## src/logic/ebs_pkg.sv

```systemverilog
// Purpose: constants for the external bus cycle sequencer
// Assumes: one phase time unit equals one clock period
// Notes: chip select count and field widths are fixed
package ebs_pkg;
	localparam int CS_NUM = 4;
	localparam int CS_W = 2;
	localparam int ADDR_W = 24;
	localparam int DATA_W = 16;
	// per chip select timing word layout
	localparam int AB_POS = 0;
	localparam int AB_W = 1;
	localparam int ABX_POS = 1;
	localparam int ABX_W = 2;
	localparam int C_POS = 3;
	localparam int C_W = 2;
	localparam int D_POS = 5;
	localparam int E_POS = 6;
	localparam int E_W = 5;
	localparam int F_POS = 11;
	localparam int F_W = 2;
	localparam int RDYEN_POS = 13;
	localparam int RDYPOL_POS = 14;
	localparam int RDYASYNC_POS = 15;
	localparam int CFG_W = 16;
	localparam int CNT_W = 5;
	localparam logic [CNT_W-1:0] CNT_ZERO = 5'h00;
	localparam logic [CNT_W-1:0] CNT_ONE = 5'h01;
	// phase time unit in ns and cycles at 125 MHz
	localparam int CLK_PERIOD_NS = 8;
	localparam int PHASE_UNIT_NS = 8;
	localparam int PHASE_UNIT_CYC = (PHASE_UNIT_NS + CLK_PERIOD_NS - 1) / CLK_PERIOD_NS;
	typedef enum logic [2:0] {ST_IDLE, ST_AB, ST_C, ST_D, ST_E, ST_RDY, ST_F} ebs_state_e;
endpackage

```

## src/logic/ebs_sequencer.sv

```systemverilog
// Purpose: runs external bus cycles through five timed phases
// Assumes: ready input is a pin; request side is on the same clock
// Notes: phase unit is one clock period, so PHASE_UNIT_CYC is 1
`timescale 1ns/1ns
module ebs_sequencer (
	input wire logic ref_clk_i,
	input wire logic arst_n_i,
	input wire logic clk_en_i,
	input wire logic mux_mode_i,
	input wire logic [ebs_pkg::CS_NUM*ebs_pkg::CFG_W-1:0] chip_select_timing_cfg_i,
	input wire logic req_valid_i,
	output logic req_ready_o,
	input wire logic req_write_i,
	input wire logic [ebs_pkg::CS_W-1:0] req_cs_i,
	input wire logic [ebs_pkg::ADDR_W-1:0] req_addr_i,
	input wire logic [ebs_pkg::DATA_W-1:0] req_wdata_i,
	input wire logic [1:0] req_be_i,
	output logic done_o,
	output logic [ebs_pkg::DATA_W-1:0] rdata_o,
	input wire logic ready_i,
	output logic [ebs_pkg::ADDR_W-1:0] address_lines_o,
	output logic [ebs_pkg::DATA_W-1:0] data_lines_o,
	output logic data_lines_oe_n_o,
	input wire logic [ebs_pkg::DATA_W-1:0] data_lines_i,
	output logic [ebs_pkg::DATA_W-1:0] shared_addr_data_lines_o,
	output logic shared_addr_data_lines_oe_n_o,
	input wire logic [ebs_pkg::DATA_W-1:0] shared_addr_data_lines_i,
	output logic rd_n_o,
	output logic wr_low_n_o,
	output logic wr_high_n_o,
	output logic high_byte_enable_n_o,
	output logic addr_latch_en_o,
	output logic [ebs_pkg::CS_NUM-1:0] cs_n_o
);
	import ebs_pkg::*;
	// reset release through two flops
	logic rst_s1_reg;
	logic rst_n;
	always_ff @(posedge ref_clk_i or negedge arst_n_i) begin
		if (!arst_n_i) begin
			rst_s1_reg <= 1'b0;
			rst_n <= 1'b0;
		end else begin
			rst_s1_reg <= 1'b1;
			rst_n <= rst_s1_reg;
		end
	end
	// three-stage pin synchroniser for ready; stage one read only by stage two
	logic rdy_s1_reg;
	logic rdy_s2_reg;
	logic rdy_s3_reg;
	logic rdy_async_reg;
	always_ff @(posedge ref_clk_i or negedge rst_n) begin
		if (!rst_n) begin
			rdy_s1_reg <= 1'b0;
			rdy_s2_reg <= 1'b0;
			rdy_s3_reg <= 1'b0;
			rdy_async_reg <= 1'b0;
		end else if (clk_en_i) begin
			rdy_s1_reg <= ready_i;
			rdy_s2_reg <= rdy_s1_reg;
			rdy_s3_reg <= rdy_s2_reg;
			// level taken only once stages two and three agree
			if (rdy_s2_reg == rdy_s3_reg) begin
				rdy_async_reg <= rdy_s3_reg;
			end
		end
	end

	// pick one chip select's timing word
	function automatic logic [CFG_W-1:0] cfg_of(input logic [CS_NUM*CFG_W-1:0] all, input logic [CS_W-1:0] cs);
		cfg_of = all[cs*CFG_W +: CFG_W];
	endfunction
	ebs_state_e state_reg, state_next;
	logic [CNT_W-1:0] cnt_reg, cnt_next;
	logic [CFG_W-1:0] cfg_reg, cfg_next;
	logic write_reg, write_next;
	logic [CS_W-1:0] cs_reg, cs_next;
	logic [ADDR_W-1:0] addr_reg, addr_next;
	logic [ADDR_W-1:0] last_addr_reg, last_addr_next;
	logic [DATA_W-1:0] wdata_reg, wdata_next;
	logic [1:0] be_reg, be_next;
	logic [DATA_W-1:0] rdata_reg, rdata_next;
	logic done_reg, done_next;
	logic first_reg, first_next;
	logic [CNT_W-1:0] ab_len;
	logic [CFG_W-1:0] new_cfg;
	// ready as seen by the sequencer, polarity and mode per chip select
	// polarity select, async extra stage
	wire logic ready_seen = (cfg_reg[RDYASYNC_POS] ? rdy_async_reg : rdy_s3_reg) ^ cfg_reg[RDYPOL_POS];

	// sequencer next state
	always_comb begin
		state_next = state_reg;
		cnt_next = cnt_reg;
		cfg_next = cfg_reg;
		write_next = write_reg;
		cs_next = cs_reg;
		addr_next = addr_reg;
		last_addr_next = last_addr_reg;
		wdata_next = wdata_reg;
		be_next = be_reg;
		rdata_next = rdata_reg;
		done_next = 1'b0;
		first_next = first_reg;
		new_cfg = cfg_of(chip_select_timing_cfg_i, req_cs_i);
		ab_len = CNT_ONE + CNT_W'(new_cfg[AB_POS +: AB_W]);
		if (first_reg || req_addr_i[ADDR_W-1:16] != last_addr_reg[ADDR_W-1:16]) begin
			ab_len = ab_len + CNT_W'(new_cfg[ABX_POS +: ABX_W]);
		end
		case (state_reg)
			ST_IDLE: begin
				if (req_valid_i) begin
					cfg_next = new_cfg;
					write_next = req_write_i;
					cs_next = req_cs_i;
					addr_next = req_addr_i;
					wdata_next = req_wdata_i;
					be_next = req_be_i;
					cnt_next = ab_len - CNT_W'(PHASE_UNIT_CYC);
					state_next = ST_AB;
				end
			end
			// fixed phase order; zero C, D and F phases skipped, E runs at least one cycle
			ST_AB: begin
				if (cnt_reg != CNT_ZERO) begin
					cnt_next = cnt_reg - CNT_ONE;
				end else if (cfg_reg[C_POS +: C_W] != 2'h0) begin
					cnt_next = CNT_W'(cfg_reg[C_POS +: C_W]) - CNT_ONE;
					state_next = ST_C;
				end else if (cfg_reg[D_POS]) begin
					cnt_next = CNT_ZERO;
					state_next = ST_D;
				end else begin
					cnt_next = cfg_reg[E_POS +: E_W];
					state_next = ST_E;
				end
			end
			ST_C: begin
				if (cnt_reg != CNT_ZERO) begin
					cnt_next = cnt_reg - CNT_ONE;
				end else if (cfg_reg[D_POS]) begin
					state_next = ST_D;
				end else begin
					cnt_next = cfg_reg[E_POS +: E_W];
					state_next = ST_E;
				end
			end
			ST_D: begin
				cnt_next = cfg_reg[E_POS +: E_W];
				state_next = ST_E;
			end
			ST_E: begin
				if (cnt_reg != CNT_ZERO) begin
					cnt_next = cnt_reg - CNT_ONE;
				end else if (cfg_reg[RDYEN_POS] && !ready_seen) begin
					state_next = ST_RDY;
				end else begin
					state_next = ST_F;
				end
			end
			ST_RDY: begin
				if (ready_seen) begin
					state_next = ST_F;
				end
			end
			ST_F: begin
				cnt_next = cnt_reg - CNT_ONE;
				if (cnt_reg <= CNT_ONE) begin
					state_next = ST_IDLE;
				end
			end
			default: begin
				state_next = ST_IDLE;
			end
		endcase
		// leaving access: capture on strobe rise; nothing later used
		if ((state_reg == ST_E || state_reg == ST_RDY) && state_next == ST_F) begin
			if (!write_reg) begin
				rdata_next = mux_mode_i ? shared_addr_data_lines_i : data_lines_i;
			end
			// hold length; zero ends the cycle at once
			cnt_next = CNT_W'(cfg_reg[F_POS +: F_W]);
			if (cfg_reg[F_POS +: F_W] == 2'h0) begin
				state_next = ST_IDLE;
			end
		end
		// cycle end: pulse done, remember the address window
		if (state_reg != ST_IDLE && state_next == ST_IDLE) begin
			done_next = 1'b1;
			last_addr_next = addr_reg;
			first_next = 1'b0;
		end
	end
	// state registers; clock enable freezes all
	always_ff @(posedge ref_clk_i or negedge rst_n) begin
		if (!rst_n) begin
			state_reg <= ST_IDLE;
			cnt_reg <= CNT_ZERO;
			cfg_reg <= '0;
			write_reg <= 1'b0;
			cs_reg <= '0;
			addr_reg <= '0;
			last_addr_reg <= '0;
			wdata_reg <= '0;
			be_reg <= 2'h0;
			rdata_reg <= '0;
			done_reg <= 1'b0;
			first_reg <= 1'b1;
		end else if (clk_en_i) begin
			state_reg <= state_next;
			cnt_reg <= cnt_next;
			cfg_reg <= cfg_next;
			write_reg <= write_next;
			cs_reg <= cs_next;
			addr_reg <= addr_next;
			last_addr_reg <= last_addr_next;
			wdata_reg <= wdata_next;
			be_reg <= be_next;
			rdata_reg <= rdata_next;
			done_reg <= done_next;
			first_reg <= first_next;
		end
	end

	// pin outputs registered from next state so they align with phases
	wire logic in_cycle_next = state_next != ST_IDLE;
	wire logic in_access_next = state_next == ST_E || state_next == ST_RDY;
	wire logic data_phase_next = state_next == ST_D || in_access_next || state_next == ST_F;

	// pins come straight from flops, no second copy
	always_ff @(posedge ref_clk_i or negedge rst_n) begin
		if (!rst_n) begin
			address_lines_o <= '0;
			data_lines_o <= '0;
			data_lines_oe_n_o <= 1'b1;
			shared_addr_data_lines_o <= '0;
			shared_addr_data_lines_oe_n_o <= 1'b1;
			rd_n_o <= 1'b1;
			wr_low_n_o <= 1'b1;
			wr_high_n_o <= 1'b1;
			high_byte_enable_n_o <= 1'b1;
			addr_latch_en_o <= 1'b0;
			cs_n_o <= '1;
		end else if (clk_en_i) begin
			// separate address; read data comes from the strobe-rise edge, not address
			address_lines_o <= in_cycle_next ? addr_next : address_lines_o;
			data_lines_o <= wdata_next;
			data_lines_oe_n_o <= !(in_cycle_next && write_next && !mux_mode_i);
			// address in setup, write data later
			shared_addr_data_lines_o <= (state_next == ST_AB || state_next == ST_C)
				? addr_next[DATA_W-1:0] : wdata_next;
			shared_addr_data_lines_oe_n_o <= !(mux_mode_i && in_cycle_next
				&& (state_next == ST_AB || state_next == ST_C || (write_next && data_phase_next)));
			rd_n_o <= !(in_access_next && !write_next);
			wr_low_n_o <= !(in_access_next && write_next && be_next[0]);
			wr_high_n_o <= !(in_access_next && write_next && be_next[1]);
			high_byte_enable_n_o <= !(in_cycle_next && be_next[1]);
			addr_latch_en_o <= mux_mode_i && state_next == ST_AB;
			for (int i = 0; i < CS_NUM; i++) begin
				cs_n_o[i] <= !(in_cycle_next && cs_next == CS_W'(i));
			end
		end
	end

	// handshake and data outputs; no take while the inner reset still holds the flops
	assign req_ready_o = rst_n && state_reg == ST_IDLE;
	assign done_o = done_reg;
	assign rdata_o = rdata_reg;
endmodule

```

## config.mk

```make
export PLATFORM = sky130hd
export DESIGN_NAME = ebs_sequencer
export DESIGN_NICKNAME = d
export VERILOG_FILES = /design/src/logic/ebs_pkg.sv /design/src/logic/ebs_sequencer.sv
export SDC_FILE = /design/constraint.sdc
export NUM_CORES = 1
export LEC_CHECK = 0
export BUFFER_PORTS_ARGS = -buffer_cell sky130_fd_sc_hd__buf_2
export CAP_MARGIN = 20
export CORE_MARGIN = 4
export CORE_UTILIZATION = 40
export DETAILED_ROUTE_END_ITERATION = 16
export PLACE_DENSITY = 0.74
export SLEW_MARGIN = 20
export SYNTH_ARGS = -nofsm -noshare
export SYNTH_HDL_FRONTEND = slang
export SYNTH_SLANG_ARGS = --single-unit
```

## constraint.sdc

```tcl
create_clock -name ref_clk_i -period 13.5 [get_ports ref_clk_i]
set_input_delay 2.7 -clock ref_clk_i [delete_from_list [all_inputs] [get_ports ref_clk_i]]
set_output_delay 2.7 -clock ref_clk_i [all_outputs]
set_load 0.02 [all_outputs]
```

==> metrics.md <==
| Metric | Value |
|---|---|
| Reg2reg setup slack | 9540 ps |
| Worst min path class | register to async pin |
| Int Power | 1430 uW |
| # clock sinks | 149 |
| Detailed router's first-iteration violation count | 356 |
| DRT Wirelength | 20300 um |
| Largest area contributor in the netlist | dfrtp_1 |
| Sequential element share of the synthesized area | 0.485 |
| Setup TNS Final | 0 ps |
| Antenna Nets Post-Route | 0 |
| Worst Clk Skew | 13.3 ps |
| Post-route cell area | 0.00968 mm^2 |
| Core Region | 0.0188 mm^2 |
| Via density | 5.26 |
| Crit Path Class | input pin to register |
| CTS max path bufs | 2 |
| Post-DR wirelength/cell | 18.0 um |
| Residual DRC | 0 |
| Clock-pin slew on the worst setup and hold paths | 70 ps |
| Crit-path max FO | 22 |
| Critical path data required time | 13800 ps |
| Final Core Density | 0.514 |
| Min cycle time layout | 5270 ps |
| Startpoint Class | input pin |
| Main area contributors after synthesis | dfrtp_1, mux2_2, mux2i_1 |
| Yosys cell types | 64 |
| CP Data Arrival Time | 5570 ps |
| CTS Hold Bufs | 0 |
| Tcrit/Tclk final | 0.390 |
| Synth Net Count | 802 |
| Switching share of total power | 0.407 |
| Die width | 147 um |
| Setup violations, final | 0 |
| # diodes | 0 |
| Register share of total power | 0.344 |
| Max-cap viol count | 0 |
| Ratio of cells with drive above 1 in the final layout | 0.452 |
| PwrDens | 249 mW/mm^2 |
| Mapped Area | 0.00772 mm^2 |
| Largest net degree at the start of global routing | 68 |
| Metal-1 WL | 8580 um |
| Clk_lat worst skew | 420 ps |
| Clock root buffer | clkbuf_16 |
| CTS tree | built |
| Global-route wire length before repair | 33000 um |
| Initial antenna violation count | 1 |
| GRT overflow | 0 |
| RSZ-0062 raised after global routing | no |
| Vias in the first global route | 6229 |
| Max Used Layer | met5 |
| Post-CTS setup repair buffer count | 0 |
| Area after DPL | 0.00907 mm^2 |
| Detailed Place HPWL | 14600 um |
| Total Routing Usage GR | 0.189 |
| Worst reg2reg path endpoint | address_lines_o[23] |
| Routed met3 length | 1400 um |
| Met2 wire len | 9860 um |
| Ys async rst share | 1.00 |
| CTS resizes | 0 |
| Area delta synth->final | 25.5% |
| Row cnt | 50 |
| H-tree depth | 4 |
| Slew HR | 0.295 |
| Final hold viol count | 0 |
| Register bit total from synthesis | 149 |
| CP Capture Type | register |
| Max-slew violation count | 0 |
| Reg2Reg Depth | 8 |
| Commonest non-fill, non-tap cell in the layout | buf_2 |
| Die Height | 147 um |
| Fmax | 0.190 GHz |
| Worst Tran Pin Value | 1050 ps |
| Peak supply drop | 0.000134 V |
| Drt pass-1 iters | 5 |
| IO Pins | 232 |
| Final-layout fill cell count | 1670 |
| Mapped Cells | 648 |
| Final #Nets | 1013 |
| Initial Utilization | 0.410 |
| DR vias | 5951 |
| Status | finished, final reports clean |
| RePlAce Congestion | 0.834 |
| Layout Cells excl Fill | 1132 |
| Most frequent cells in the layout | buf_2, dfrtp_1, mux2_2, mux2i_1, nor2_1 |
| Clock power share | 0.203 |
| CTS Buf Count | 17 |
| Die ar. | 0.0216 mm^2 |
| Yosys Warn Count | 0 |
| NetSw | 984 uW |
| Number of synthesized flops with an enable pin | 0 |
| Syn_area_per_cell | 11.9 um^2 |
| Gate power share | 0.453 |
| Leak | 0.00454 uW |
| Post-synth top flop | dfrtp_1 |
| IO buf count | 231 |
| Placed cells | 1100 |
| RR Startpoint | cnt_reg[0] |
| Yosys top cell area share | 0.448 |
[Yosys cell counts, drive strengths merged (2+ instances only)]
library cell    n
o21bai          4
a21o            5
a21oi          46
nor4b           2
a41o           16
dfrtp         138
mux2i          70
ha              6
nand2          18
o31ai           3
a22o            3
a41oi           4
nand3           7
dfstp          11
a31oi           8
o32a            2
nand3b          2
buf            16
o211ai          2
nor3b           3
and2            2
a22oi           3
mux4           15
nor2b           3
a211oi          4
nor4            2
nand2b          7
xor2            2
nor2           52
o21ai          15
clkbuf         28
mux2           87
nor3            6
nand4           4
inv            25
xnor2           8
o22ai           2
[power groups by stage]
| stage | Sequential, uW | Clock [uW] | Combinational [uW] |
|---|---|---|---|
| 2_1_floorplan | 947 | 0 | 660 |
| 3_3_place_gp | 830 | 0 | 1070 |
| 3_5_place_dp | 835 | 0 | 1100 |
| 4_1_cts | 830 | 498 | 1100 |
| 5_1_grt | 861 | 519 | 1200 |
| 6_report | 831 | 489 | 1090 |
[critical path: stages]
cell and delay, ps:
buf_2 390, mux2_2 390, o21ai_0 350, inv_1 120
fa_1 550, a21oi_1 90, ha_1 210, ha_1 270
nor2_1 40, a21oi_1 120, o21ai_0 90, a22o_1 250
[per-stage QoR]
stage	hold WS (ps)	worst slack (ps)	power [uW]
2_1_floorplan	331	6790	1610
3_3_place_gp	309	7920	1900
3_5_place_dp	310	7810	1940
4_1_cts	314	8240	2430
5_1_grt	346	8020	2580
6_report	284	8230	2420
[metal layers]
layer,GRT usage,vias to the layer above
li1,-,2809
met1,0.242,2898
met2,0.312,208
met3,0.0527,34
met4,0.0615,2
met5,0,-
[worst max-delay path by stage]
| stage | startpoint | endpoint | slack, ps | cells after the start |
|---|---|---|---|---|
| final | req_cs_i[1] | cnt_reg[2] | 8230 | 12 |
| after global routing | req_cs_i[1] | cnt_reg[2] | 8020 | 12 |
| after CTS | req_cs_i[1] | cnt_reg[2] | 8240 | 12 |
| after global placement | req_cs_i[0] | cnt_reg[2] | 7920 | 11 |
| after detailed placement | req_cs_i[1] | cnt_reg[2] | 7810 | 12 |
| after floorplan | rst_n | req_ready_o | 6790 | 1 |
[layout make-up]
cell class	count	area (um^2)	area share
well taps	260	325	0.0336
repair buffers	236	1190	0.123
flip-flops and latches	149	3750	0.387
clock inverters	11	138	0.0142
multi-input cells	430	3710	0.384
inverters	25	93.8	0.00969
clock buffers	21	470	0.0486
[cell families after synthesis]
logic type / share of synthesized area
AO/OA/AOI/OAI: 0.117
XOR/XNOR: 0.0114
adder cells (fa/ha/maj): 0.0123
buffers and inverters: 0.0365
flip-flops: 0.485
multiplexers: 0.262
other: 0.000486
AND/OR/NAND/NOR: 0.0754
(Power assumes the default switching activity.)
